<file path="config.mk">
export PLATFORM = sky130hd
export DESIGN_NAME = occ_channel
export DESIGN_NICKNAME = d
export VERILOG_FILES = /design/src/pkg/occ_pkg.sv /design/src/design/occ_time_base.sv /design/src/design/occ_channel.sv
export VERILOG_INCLUDE_DIRS = /design/src /design/src/pkg
export SDC_FILE = /design/constraint.sdc
export NUM_CORES = 1
export LEC_CHECK = 0
export ABC_CLOCK_PERIOD_IN_PS = 6000
export BUFFER_PORTS_ARGS = -buffer_cell sky130_fd_sc_hd__buf_2
export CAP_MARGIN = 20
export CORE_ASPECT_RATIO = 0.8
export CORE_UTILIZATION = 45
export DETAILED_ROUTE_END_ITERATION = 12
export SETUP_SLACK_MARGIN = 0.02
export SYNTH_ARGS = -nofsm -noshare
export SYNTH_HDL_FRONTEND = slang
export SYNTH_HIERARCHICAL = 1
export SYNTH_SLANG_ARGS = --single-unit
</file>
<file path="constraint.sdc">
create_clock -name clk -period 6 [get_ports clk]
set_input_delay 0.3 -clock clk [delete_from_list [all_inputs] [get_ports clk]]
set_output_delay 0.3 -clock clk [all_outputs]
set_load 0.02 [all_outputs]
</file>
<file path="src/pkg/occ_defs.svh">
`ifndef OCC_DEFS_SVH
`define OCC_DEFS_SVH

// Register byte offsets on the Avalon slave
`define OCC_OFS_CONTROL    5'h00
`define OCC_OFS_PRIMARY    5'h04
`define OCC_OFS_SECONDARY  5'h08
`define OCC_OFS_COUNT      5'h0C
`define OCC_OFS_PERIOD_A   5'h10
`define OCC_OFS_PERIOD_B   5'h14
`define OCC_OFS_TB_ENABLE  5'h18
`define OCC_OFS_STATUS     5'h1C

// Control register field positions
`define OCC_BIT_IDLE_STOP  13
`define OCC_BIT_FAULT      4
`define OCC_BIT_TSEL       3
`define OCC_MODE_HI        2
`define OCC_MODE_LO        0

// Status register field positions
`define OCC_BIT_FLAG       0
`define OCC_BIT_PIN        1

// Mode field encodings
`define OCC_MODE_OFF       3'h0
`define OCC_MODE_SET_HIGH  3'h1
`define OCC_MODE_SET_LOW   3'h2
`define OCC_MODE_TOGGLE    3'h3
`define OCC_MODE_PULSE_ONE 3'h4
`define OCC_MODE_PULSE_RUN 3'h5
`define OCC_MODE_PWM       3'h6
`define OCC_MODE_PWM_FLT   3'h7

// Reset values and timing counts
`define OCC_RST_WORD16     16'h0000
`define OCC_RST_PERIOD     16'hFFFF
`define OCC_FLAG_DELAY     2

`endif

</file>
<file path="src/pkg/occ_pkg.sv">
package occ_pkg;

   typedef logic [15:0] occ_word_t;

   // Time base state
   typedef struct packed {
      occ_word_t count;
   } occ_tb_state_s;

   // Whole channel state
   typedef struct packed {
      logic       idle_stop;
      logic       fault;
      logic       tsel;
      logic [2:0] mode;
      occ_word_t  primary;
      occ_word_t  secondary;
      occ_word_t  period_a;
      occ_word_t  period_b;
      logic [1:0] tb_en;
      logic       pin;
      logic       flag;
      logic       done;
      logic [2:0] mode_prev;
      logic [1:0] ev_pipe;
      logic       ack;
      logic [31:0] rdata;
      logic       flt_meta;
      logic       flt_sync;
   } occ_state_s;

endpackage

</file>
<file path="src/design/occ_time_base.sv">
`timescale 1ns/10ps
`include "occ_defs.svh"

module occ_time_base
   import occ_pkg::*;
   #(
   parameter int WIDTH = 16
   )
   (
   // Clock and reset
   input  wire logic             clk,
   input  wire logic             rstn,
   // Control
   input  wire logic             enable,
   input  wire logic [WIDTH-1:0] period,
   // Count
   output      logic [WIDTH-1:0] count
   );

   occ_tb_state_s state_reg;
   occ_tb_state_s state_next;

   always_comb begin
      state_next = state_reg;
      if (enable) begin
         if (state_reg.count == period) begin
            state_next.count = `OCC_RST_WORD16;
         end else begin
            state_next.count = state_reg.count + 16'h0001;
         end
      end
   end

   always_ff @(posedge clk or negedge rstn) begin
      if (!rstn) begin
         state_reg <= '0;
      end else begin
         state_reg <= state_next;
      end
   end

   assign count = state_reg.count;

endmodule

</file>
<file path="src/design/occ_channel.sv">
// The implementer's own choices: the register addresses and register access over Avalon-MM.
`timescale 1ns/10ps
`include "occ_defs.svh"

// Operation
// Idle-stop bit halts channel in CPU idle
// Fault status bit read-only, hardware-cleared
// Timer select bit picks second/third timer
// Mode 000 disables all compare events
// Mode 001: start low, match drives high
// Mode 010: start high, match drives low
// Mode 011 toggles pin every match
// Modes 100/101: single or continuous pulses
// Modes 110/111: PWM, fault ignored/enabled
// Match when primary equals selected count
// Pin changes one clock after match
// Flag rises two clocks after pin change
// Time base wraps to zero after period
// Fault pin chosen by channel group
// Up to eight identical channels
// Unimplemented control bits read zero
// Software disables before changing mode
// Software enables selected time base
// Toggle starts low, inverts per match
// Reset clears control, channel disabled
module occ_channel
   import occ_pkg::*;
   #(
   parameter int CHANNEL_INDEX = 1
   )
   (
   // Clock and reset
   input  wire logic        clk,
   input  wire logic        rstn,
   // Avalon-MM slave
   input  wire logic [4:0]  avs_address,
   input  wire logic        avs_read,
   input  wire logic        avs_write,
   input  wire logic [31:0] avs_writedata,
   input  wire logic [3:0]  avs_byteenable,
   output      logic [31:0] avs_readdata,
   output      logic        avs_waitrequest,
   // System
   input  wire logic        cpu_idle,
   // Fault pins
   input  wire logic        fault_input_low_group,
   input  wire logic        fault_input_high_group,
   // Channel outputs
   output      logic        compare_output_pin,
   output      logic        channel_interrupt_flag
   );

   // ----------------------------------------------------------------
   // Helpers
   // ----------------------------------------------------------------
   function automatic occ_word_t merge16(input occ_word_t old_val,
                                         input logic [31:0] wdata,
                                         input logic [3:0] be);
      occ_word_t res;
      res = old_val;
      if (be[0]) begin
         res[7:0] = wdata[7:0];
      end
      if (be[1]) begin
         res[15:8] = wdata[15:8];
      end
      return res;
   endfunction

   function automatic logic [31:0] zext16(input occ_word_t v);
      return {16'h0000, v};
   endfunction

   // ----------------------------------------------------------------
   // State and time bases
   // ----------------------------------------------------------------
   occ_state_s state_reg;
   occ_state_s state_next;
   occ_word_t  count_a;
   occ_word_t  count_b;
   occ_word_t  sel_count;
   occ_word_t  sel_period;
   occ_word_t  ctl_word;
   logic       sel_run;
   logic       halt;
   logic       active;
   logic       match_pri;
   logic       match_sec;
   logic       wrap;
   logic       entry;
   logic       pin_evt;
   logic       req;
   logic       wr_take;
   logic       flag_clr;
   logic       fault_pin;

   // Each channel carries its own copy of the whole register set
   occ_time_base #(.WIDTH(16)) u_tb_a (
      .clk    (clk),
      .rstn   (rstn),
      .enable (state_reg.tb_en[0]),
      .period (state_reg.period_a),
      .count  (count_a)
   );

   occ_time_base #(.WIDTH(16)) u_tb_b (
      .clk    (clk),
      .rstn   (rstn),
      .enable (state_reg.tb_en[1]),
      .period (state_reg.period_b),
      .count  (count_b)
   );

   // Channels one to four watch the low group, the rest the high group
   assign fault_pin = (CHANNEL_INDEX <= 4) ? fault_input_low_group
                                           : fault_input_high_group;

   // ----------------------------------------------------------------
   // Compare datapath
   // ----------------------------------------------------------------
   assign sel_count  = state_reg.tsel ? count_b : count_a;
   assign sel_period = state_reg.tsel ? state_reg.period_b
                                      : state_reg.period_a;
   // A stopped time base never matches, or a frozen equal count would
   // fire every cycle
   assign sel_run    = state_reg.tsel ? state_reg.tb_en[1]
                                      : state_reg.tb_en[0];
   assign halt       = cpu_idle & state_reg.idle_stop;
   assign active     = (state_reg.mode != `OCC_MODE_OFF) & sel_run & ~halt;
   assign match_pri  = active & (sel_count == state_reg.primary);
   assign match_sec  = active & (sel_count == state_reg.secondary);
   assign wrap       = active & (sel_count == sel_period);
   assign entry      = state_reg.mode != state_reg.mode_prev;

   assign ctl_word = {2'h0, state_reg.idle_stop, 8'h00,
                      state_reg.fault, state_reg.tsel,
                      state_reg.mode};

   // ----------------------------------------------------------------
   // Bus slave
   // ----------------------------------------------------------------
   // One wait state: the request is decoded in its first cycle and
   // completes in the second
   assign req             = avs_read | avs_write;
   assign avs_waitrequest = req & ~state_reg.ack;
   assign wr_take         = avs_write & state_reg.ack;
   assign flag_clr        = wr_take & (avs_address == `OCC_OFS_STATUS)
                            & avs_byteenable[0]
                            & avs_writedata[`OCC_BIT_FLAG];

   // ----------------------------------------------------------------
   // Next state
   // ----------------------------------------------------------------
   always_comb begin
      state_next           = state_reg;
      pin_evt              = 1'b0;
      state_next.ack       = req & ~state_reg.ack;
      state_next.mode_prev = state_reg.mode;
      state_next.flt_meta  = fault_pin;
      state_next.flt_sync  = state_reg.flt_meta;

      // Read data captured in the decode cycle, stands at completion
      if (avs_read & ~state_reg.ack) begin
         if (avs_address == `OCC_OFS_CONTROL) begin
            state_next.rdata = zext16(ctl_word);
         end else if (avs_address == `OCC_OFS_PRIMARY) begin
            state_next.rdata = zext16(state_reg.primary);
         end else if (avs_address == `OCC_OFS_SECONDARY) begin
            state_next.rdata = zext16(state_reg.secondary);
         end else if (avs_address == `OCC_OFS_COUNT) begin
            state_next.rdata = zext16(sel_count);
         end else if (avs_address == `OCC_OFS_PERIOD_A) begin
            state_next.rdata = zext16(state_reg.period_a);
         end else if (avs_address == `OCC_OFS_PERIOD_B) begin
            state_next.rdata = zext16(state_reg.period_b);
         end else if (avs_address == `OCC_OFS_TB_ENABLE) begin
            state_next.rdata = {30'h00000000, state_reg.tb_en};
         end else if (avs_address == `OCC_OFS_STATUS) begin
            state_next.rdata = {30'h00000000, state_reg.pin,
                                state_reg.flag};
         end else begin
            state_next.rdata = 32'h00000000;
         end
      end

      // Register writes; the fault bit has no write path
      if (wr_take) begin
         if (avs_address == `OCC_OFS_CONTROL) begin
            if (avs_byteenable[0]) begin
               state_next.tsel = avs_writedata[`OCC_BIT_TSEL];
               state_next.mode = avs_writedata[`OCC_MODE_HI:`OCC_MODE_LO];
            end
            if (avs_byteenable[1]) begin
               state_next.idle_stop = avs_writedata[`OCC_BIT_IDLE_STOP];
            end
         end else if (avs_address == `OCC_OFS_PRIMARY) begin
            state_next.primary = merge16(state_reg.primary,
                                         avs_writedata, avs_byteenable);
         end else if (avs_address == `OCC_OFS_SECONDARY) begin
            state_next.secondary = merge16(state_reg.secondary,
                                           avs_writedata, avs_byteenable);
         end else if (avs_address == `OCC_OFS_PERIOD_A) begin
            state_next.period_a = merge16(state_reg.period_a,
                                          avs_writedata, avs_byteenable);
         end else if (avs_address == `OCC_OFS_PERIOD_B) begin
            state_next.period_b = merge16(state_reg.period_b,
                                          avs_writedata, avs_byteenable);
         end else if (avs_address == `OCC_OFS_TB_ENABLE) begin
            if (avs_byteenable[0]) begin
               state_next.tb_en = avs_writedata[1:0];
            end
         end
      end

      // Output behaviour; pin is registered, so it moves one clock
      // after the cycle in which the match is seen
      if (entry) begin
         state_next.done = 1'b0;
         state_next.pin  = (state_reg.mode == `OCC_MODE_SET_LOW); // see see
         if (state_reg.mode != `OCC_MODE_PWM_FLT) begin
            state_next.fault = 1'b0;
         end
      end else begin
         case (state_reg.mode)
            `OCC_MODE_SET_HIGH: begin
               if (match_pri & ~state_reg.done) begin
                  state_next.pin  = 1'b1;                      // see
                  state_next.done = 1'b1;
                  pin_evt         = 1'b1;
               end
            end
            `OCC_MODE_SET_LOW: begin
               if (match_pri & ~state_reg.done) begin
                  state_next.pin  = 1'b0;                      // see
                  state_next.done = 1'b1;
                  pin_evt         = 1'b1;
               end
            end
            `OCC_MODE_TOGGLE: begin
               if (match_pri) begin
                  state_next.pin = ~state_reg.pin;             // see
                  pin_evt        = 1'b1;
               end
            end
            `OCC_MODE_PULSE_ONE,
            `OCC_MODE_PULSE_RUN: begin
               // Rise on primary, fall on secondary; single mode stops
               if (match_pri & ~state_reg.pin & ~state_reg.done) begin
                  state_next.pin = 1'b1;
               end else if (match_sec & state_reg.pin) begin
                  state_next.pin  = 1'b0;
                  state_next.done = (state_reg.mode == `OCC_MODE_PULSE_ONE);
                  pin_evt         = 1'b1;
               end
            end
            `OCC_MODE_PWM,
            `OCC_MODE_PWM_FLT: begin
               if (wrap) begin
                  state_next.pin = (state_reg.primary != 16'h0000);
                  pin_evt        = 1'b1;
               end else if (match_pri) begin
                  state_next.pin = 1'b0;
               end
               if ((state_reg.mode == `OCC_MODE_PWM_FLT)
                   & state_reg.flt_sync) begin
                  state_next.fault = 1'b1;                     // see
               end
               if (state_next.fault) begin
                  state_next.pin = 1'b0;
               end
            end
            default: begin
               state_next.pin = 1'b0;
            end
         endcase
      end

      // Two-stage delay from pin change to flag; set beats clear
      state_next.ev_pipe = {state_reg.ev_pipe[0], pin_evt};
      state_next.flag    = (state_reg.flag & ~flag_clr)
                           | state_reg.ev_pipe[1];
   end

   // ----------------------------------------------------------------
   // State register
   // ----------------------------------------------------------------
   always_ff @(posedge clk or negedge rstn) begin
      if (!rstn) begin
         state_reg          <= '0;
         state_reg.period_a <= `OCC_RST_PERIOD;
         state_reg.period_b <= `OCC_RST_PERIOD;
      end else begin
         state_reg <= state_next;
      end
   end

   assign avs_readdata           = state_reg.rdata;
   assign compare_output_pin     = state_reg.pin;
   assign channel_interrupt_flag = state_reg.flag;

endmodule

</file>
Word-level counts from Yosys, hierarchy flattened
Cells that the tools add are included.
{"block": "op_classes", "n_addsub": 2, "eq_ne": 30, "n_mux": 40, "bitwise": 30, "n_reduce_logical": 22}
{"cell": "2-to-1 mux 16 bit", "n": 10}
{"cell": "equality test 16 bit", "n": 5}
{"cell": "adder 16 x 1 -> 16 bit (second input constant)", "n": 2}
{"cell": "2-to-1 mux 1 bit", "n": 25}
{"cell": "equality test 5 bit (second input constant)", "n": 4}
{"cell": "AND 1 bit", "n": 18}
{"cell": "nonzero test 16 bit", "n": 1}
{"cell": "!= test 3 bit (second input constant)", "n": 5}
{"cell": "AND reduction 5 bit", "n": 3}
{"cell": "AND reduction 7 bit", "n": 2}
{"cell": "equality test 3 bit (second input constant)", "n": 4}
{"cell": "AND reduction 4 bit", "n": 3}
{"cell": "AND reduction 6 bit", "n": 2}
{"cell": "equality test 5 x 4 -> 1 bit (second input constant)", "n": 2}
{"cell": "NOT 1 bit", "n": 10}
{"cell": "AND reduction 8 bit", "n": 1}
{"cell": "equality test 3 x 2 -> 1 bit (second input constant)", "n": 2}
{"cell": "AND reduction 3 bit", "n": 2}
{"cell": "nonzero test 3 bit", "n": 2}
{"cell": "OR reduction 2 bit", "n": 3}
{"cell": "equality test 5 x 3 -> 1 bit (second input constant)", "n": 1}
{"cell": "zero test 5 bit", "n": 1}
{"cell": "!= test 5 bit (second input constant)", "n": 1}
{"cell": "one-hot mux 1 bit (5 select lines)", "n": 1}
{"cell": "12 further kinds", "n": 14}
{"block": "totals", "regBits": 147, "input_bits": 48, "out_inout_bits": 35, "elab_cells": 148}

Longest topological paths before layout
{"block": "depth", "word_depth": 9, "mapped_depth": 10}

By module
Netlist, hierarchy kept.
{"mod": "occ_channel", "instances": 1, "cells_per_inst": 542, "area_per_inst_um2": 5808.1, "seq_area_each_um2": 2517.4}
{"mod": "occ_time_base at u_tb_a", "instances": 1, "cells_per_inst": 133, "area_per_inst_um2": 1296.2, "seq_area_each_um2": 400.4}
{"mod": "occ_time_base at u_tb_b", "instances": 1, "cells_per_inst": 119, "area_per_inst_um2": 1108.6, "seq_area_each_um2": 400.4}

Worst setup path before layout
OpenSTA, ideal clock, no wires.
{"block": "synth_timing", "path_type": "reg-to-reg", "from": "reg state_reg, in the netlist ctl_word[3]", "to": "reg state_reg, in the netlist compare_output_pin", "arrival_time_ps": 2050, "t_required_ps": 5921, "path_slack_ps": 3871, "path_stages_with_launch": 11, "period_less_slack_ps": 2129, "path_cell_list": "dfrtp_1 > buf_6 > buf_6 > mux2i_2 > xnor2_1 > nor4_1 > nand4_1 > nor3_2 > nor2_1 > a22oi_2 > mux2i_1"}
{"block": "synth_via", "elab_chain_cells": 9, "word_cells_on_any_way": 26, "classes_between": "8 x eq/ne; 8 x mux; 9 x bitwise; 1 x reduce/logical"}
{"item": "start, declared", "line_no": "occ_channel.sv:77", "text": "occ_state_s state_reg;"}
{"item": "start signal, assigned", "line_no": "occ_channel.sv:293", "text": "state_reg <= state_next;"}
{"item": "branches (longest 9 deep; another with 2-to-1 mux 16 bit)"}
Parallel ways; which one is timed is not known.
A chain may end at the register's enable or synchronous reset.

Worst setup path after layout
{"block": "layout_timing", "from": "reg state_reg, in the netlist ctl_word[3]", "to": "reg state_reg[40] (netlist bit)"}
{"block": "layout_via", "elab_chain_cells": 8, "word_cells_on_any_way": 16, "classes_between": "5 x eq/ne; 2 x mux; 8 x bitwise; 1 x reduce/logical"}
{"item": "branches (longest 7 deep; another with 2-to-1 mux 16 bit)"}
{"item": "AND reduction 4 bit (no line) (*)"}
Mark *: on every way between the ends.

==> impl_metrics.py <==
metrics = {
    "status": {
        "outcome": "finished clean",
    },
    "grt": {
        "track_usage": 0.255,
        "grt_pass1_wl_mm": 35.8,
        "gr-total-overflow": 0,
        "grt_pass1_vias": 6013,
        "grt_antenna_before_repair": 0,
        "grt_max_degree": 71,
    },
    "pwr": {
        "pwr-share-clk": 0.393,
        "p_comb_frac": 0.196,
        "p_per_area_mw_per_mm2": 291,
        "fin_total_pwr_mw": 2.61,
        "switching_share": 0.327,
        "p_int_mw": 1.76,
        "vdd_ir_drop_max_uv": 155,
        "seqPwrFrac": 0.412,
        "leakage_nw": 3.80,
        "p_sw_mw": 0.856,
    },
    "yosys": {
        "netlist_instances": 794,
        "synth_ff_type": "dfrtp_1",
        "avgSynthCellArea_um2": 10.3,
        "ys_seq_area_frac": 0.404,
        "synth_edf_count": 0,
        "postSynth.asyncResetShare": 1.00,
        "ys_seq_elements": 131,
        "synth_cell_type_count": 72,
        "ys_warn_count": 6,
        "syn_area_mm2": 0.00821,
    },
    "clocking": {
        "clkTransAtPathRegs_ps": 60,
        "numCtsBuffers": 17,
        "worstSkewPairLatency_ps": 430,
        "cts_max_level": 4,
        "cts_root_buffer": "clkbuf_16",
        "cts_tree": "built",
        "cts_sinks": 131,
        "postCtsSetupBuffers": 0,
        "clk_path_buf_depth": 2,
    },
    "cells_and_area": {
        "largest_reg_flops": 73,
        "most-common-layout-cells": "dfrtp_1 (99), xnor2_1 (80), mux2_2 (76)",
        "fin_cells": 1049,
        "nets": 861,
        "drive_above_1_share": 0.295,
        "antennaDiodeCount": 0,
        "syn2layout_area_growth_pct": 9.38,
        "layout_commonest_cell": "dfrtp_1",
    },
    "sta": {
        "hold_viol": 0,
        "drv_slew": 0,
        "setup_viol": 0,
        "post-route-period-util": 0.485,
        "relSlewSlack": 0.350,
        "fmax_mhz": 344,
        "setup_tns_ps": 0,
        "period_minus_slack_ps": 2910,
        "rsz0062_at_grt": "false",
        "skew_ps": 11.9,
        "worst_pin_slew_ps": 968,
        "whs_ps": 146,
        "layout_setup_ws_ps": 3090,
    },
    "place": {
        "dp_hpwl_mm": 16.8,
        "dp_cells": 1013,
        "gp_congestion": 0.922,
        "dp_slack_ps": 3160,
        "io_buffers": 47,
    },
    "worst_setup_path": {
        "r2r_end": "state_reg[40]",
        "required_ps": 6320,
        "endpoint_kind": "flip-flop",
        "critPathMaxFanout": 23,
        "crit_arrival_ps": 3230,
        "worstSetupStartpointType": "flip-flop",
        "reg2reg_slack_ps": 3090,
        "reg2regPathDepth": 9,
        "worstReg2RegStart": "ctl_word[3]",
        "crit_type": "flip-flop to flip-flop",
        "startpoint": "ctl_word[3]",
    },
    "floorplanning": {
        "rows": 43,
        "fp.dieH_um": 123,
        "pin_count": 83,
        "dieArea_mm2": 0.0188,
        "coreArea_mm2": 0.0176,
        "die_x_um": 153,
        "initial_core_util": 0.467,
    },
    "routing": {
        "wl_per_cell_um": 21.8,
        "dr_total_vias": 6292,
        "firstDrtPassIters": 5,
        "drc": 0,
        "via_per_inst": 6.00,
        "drt-initial-drc-count": 556,
        "routed_wl_mm": 22.9,
        "ant_nets": 0,
    },
    "hold_path": {
        "hp-start": "avs_read",
        "hold-path-cell-count": 3,
        "worstHoldEndpoint": "state_reg[34]",
        "min_path_type": "primary input to flip-flop",
    },
    "flow_run": {
        "max-cap-violations": 0,
    },
}
-- synth_stat cells (6+ instances only) --
master	count	share of area
buf_6	7	0.0096
a211oi_1	10	0.0091
dfrtp_1	99	0.30
nand4_1	23	0.018
buf_4	35	0.032
o21ai_0	25	0.015
a22oi_1	9	0.0082
mux2_2	76	0.10
mux2i_2	6	0.010
clkbuf_1	25	0.011
nand3_1	18	0.011
xnor2_1	80	0.085
o221ai_1	6	0.0064
nor3_1	9	0.0055
buf_2	6	0.0037
a21o_1	9	0.0082
a21oi_1	44	0.027
nand2_1	51	0.023
xor2_1	21	0.022
nand2b_1	8	0.0061
mux2i_1	18	0.022
inv_1	10	0.0046
and3_1	12	0.0091
nor4_1	21	0.016
nor2_1	40	0.018
dfstp_2	32	0.10
-- worst max-delay path by stage --
stage                                    end  cells past startpoint
after detailed placement       state_reg[40]                      9
after CTS                      state_reg[40]                      9
after global placement    compare_output_pin                      9
after global routing          state_next[36]                      9
after floorplan           compare_output_pin                     10
final                          state_reg[40]                      9
-- worst max-delay path, cell delays in order, from the launching register on --
cell and delay [ps]:
dfrtp_1 320, buf_4 350, mux2i_1 500, xnor2_1 110, nor4_1 590, nand3_1 220, nor4_1 310, a31oi_1 130
mux2i_1 180, nor2b_1 60
-- power by group through the flow --
stage	registers [mW]	logic, mW	clock network (mW)
global placement	1.08	0.481	0
CTS	1.07	0.507	1.04
floorplan	1.04	0.393	0
finish	1.08	0.511	1.03
detailed placement	1.09	0.503	0
global route	1.09	0.555	1.09
-- area by class of cell --
type | instances | area, µm²
multi-input cells | 592 | 4430
inverters | 10 | 37.5
well taps | 225 | 282
clock inverters | 15 | 146
flip-flops and latches | 131 | 3320
clock buffers | 17 | 425
repair buffers | 59 | 348
fillers | 1561 | 8610
-- through the flow --
| step | area (µm²) | util |
|---|---|---|
| after floorplan | 8270 | - |
| after global placement | 8360 | 0.475 |
| after detailed placement | 8370 | 0.476 |
| after CTS | 8960 | 0.510 |
| after global routing | 8980 | 0.511 |
| final | 8980 | 0.511 |
-- logic make-up (layout without fill, tap and decap cells) --
family,count (synthesis),in the layout,synth area share
compound gates,145,145,0.119
xor+xnor,105,105,0.116
fa+ha+maj,2,2,0.00305
buf+inv,86,101,0.0638
flops,131,131,0.404
mux,102,102,0.142
other cells,1,16,0.000457
simple gates,222,222,0.152
-- per-layer routing --
| layer | GRT usage | wire, µm | vias to the layer above |
|---|---|---|---|
| met5 | 0 | 0 | - |
| met4 | 0.0707 | 275 | 0 |
| met3 | 0.0597 | 1560 | 21 |
| met2 | 0.359 | 9840 | 231 |
| met1 | 0.386 | 11200 | 3174 |
| li1 | - | - | 2866 |
-- what timing repair did --
item	4_1_cts	5_1_grt
endpoints found under the setup margin	0	0
hold buffers	2	0
endpoints found under the hold margin	54	0
resized for setup	0	0
No activity file was read; power rests on OpenSTA's default activity.
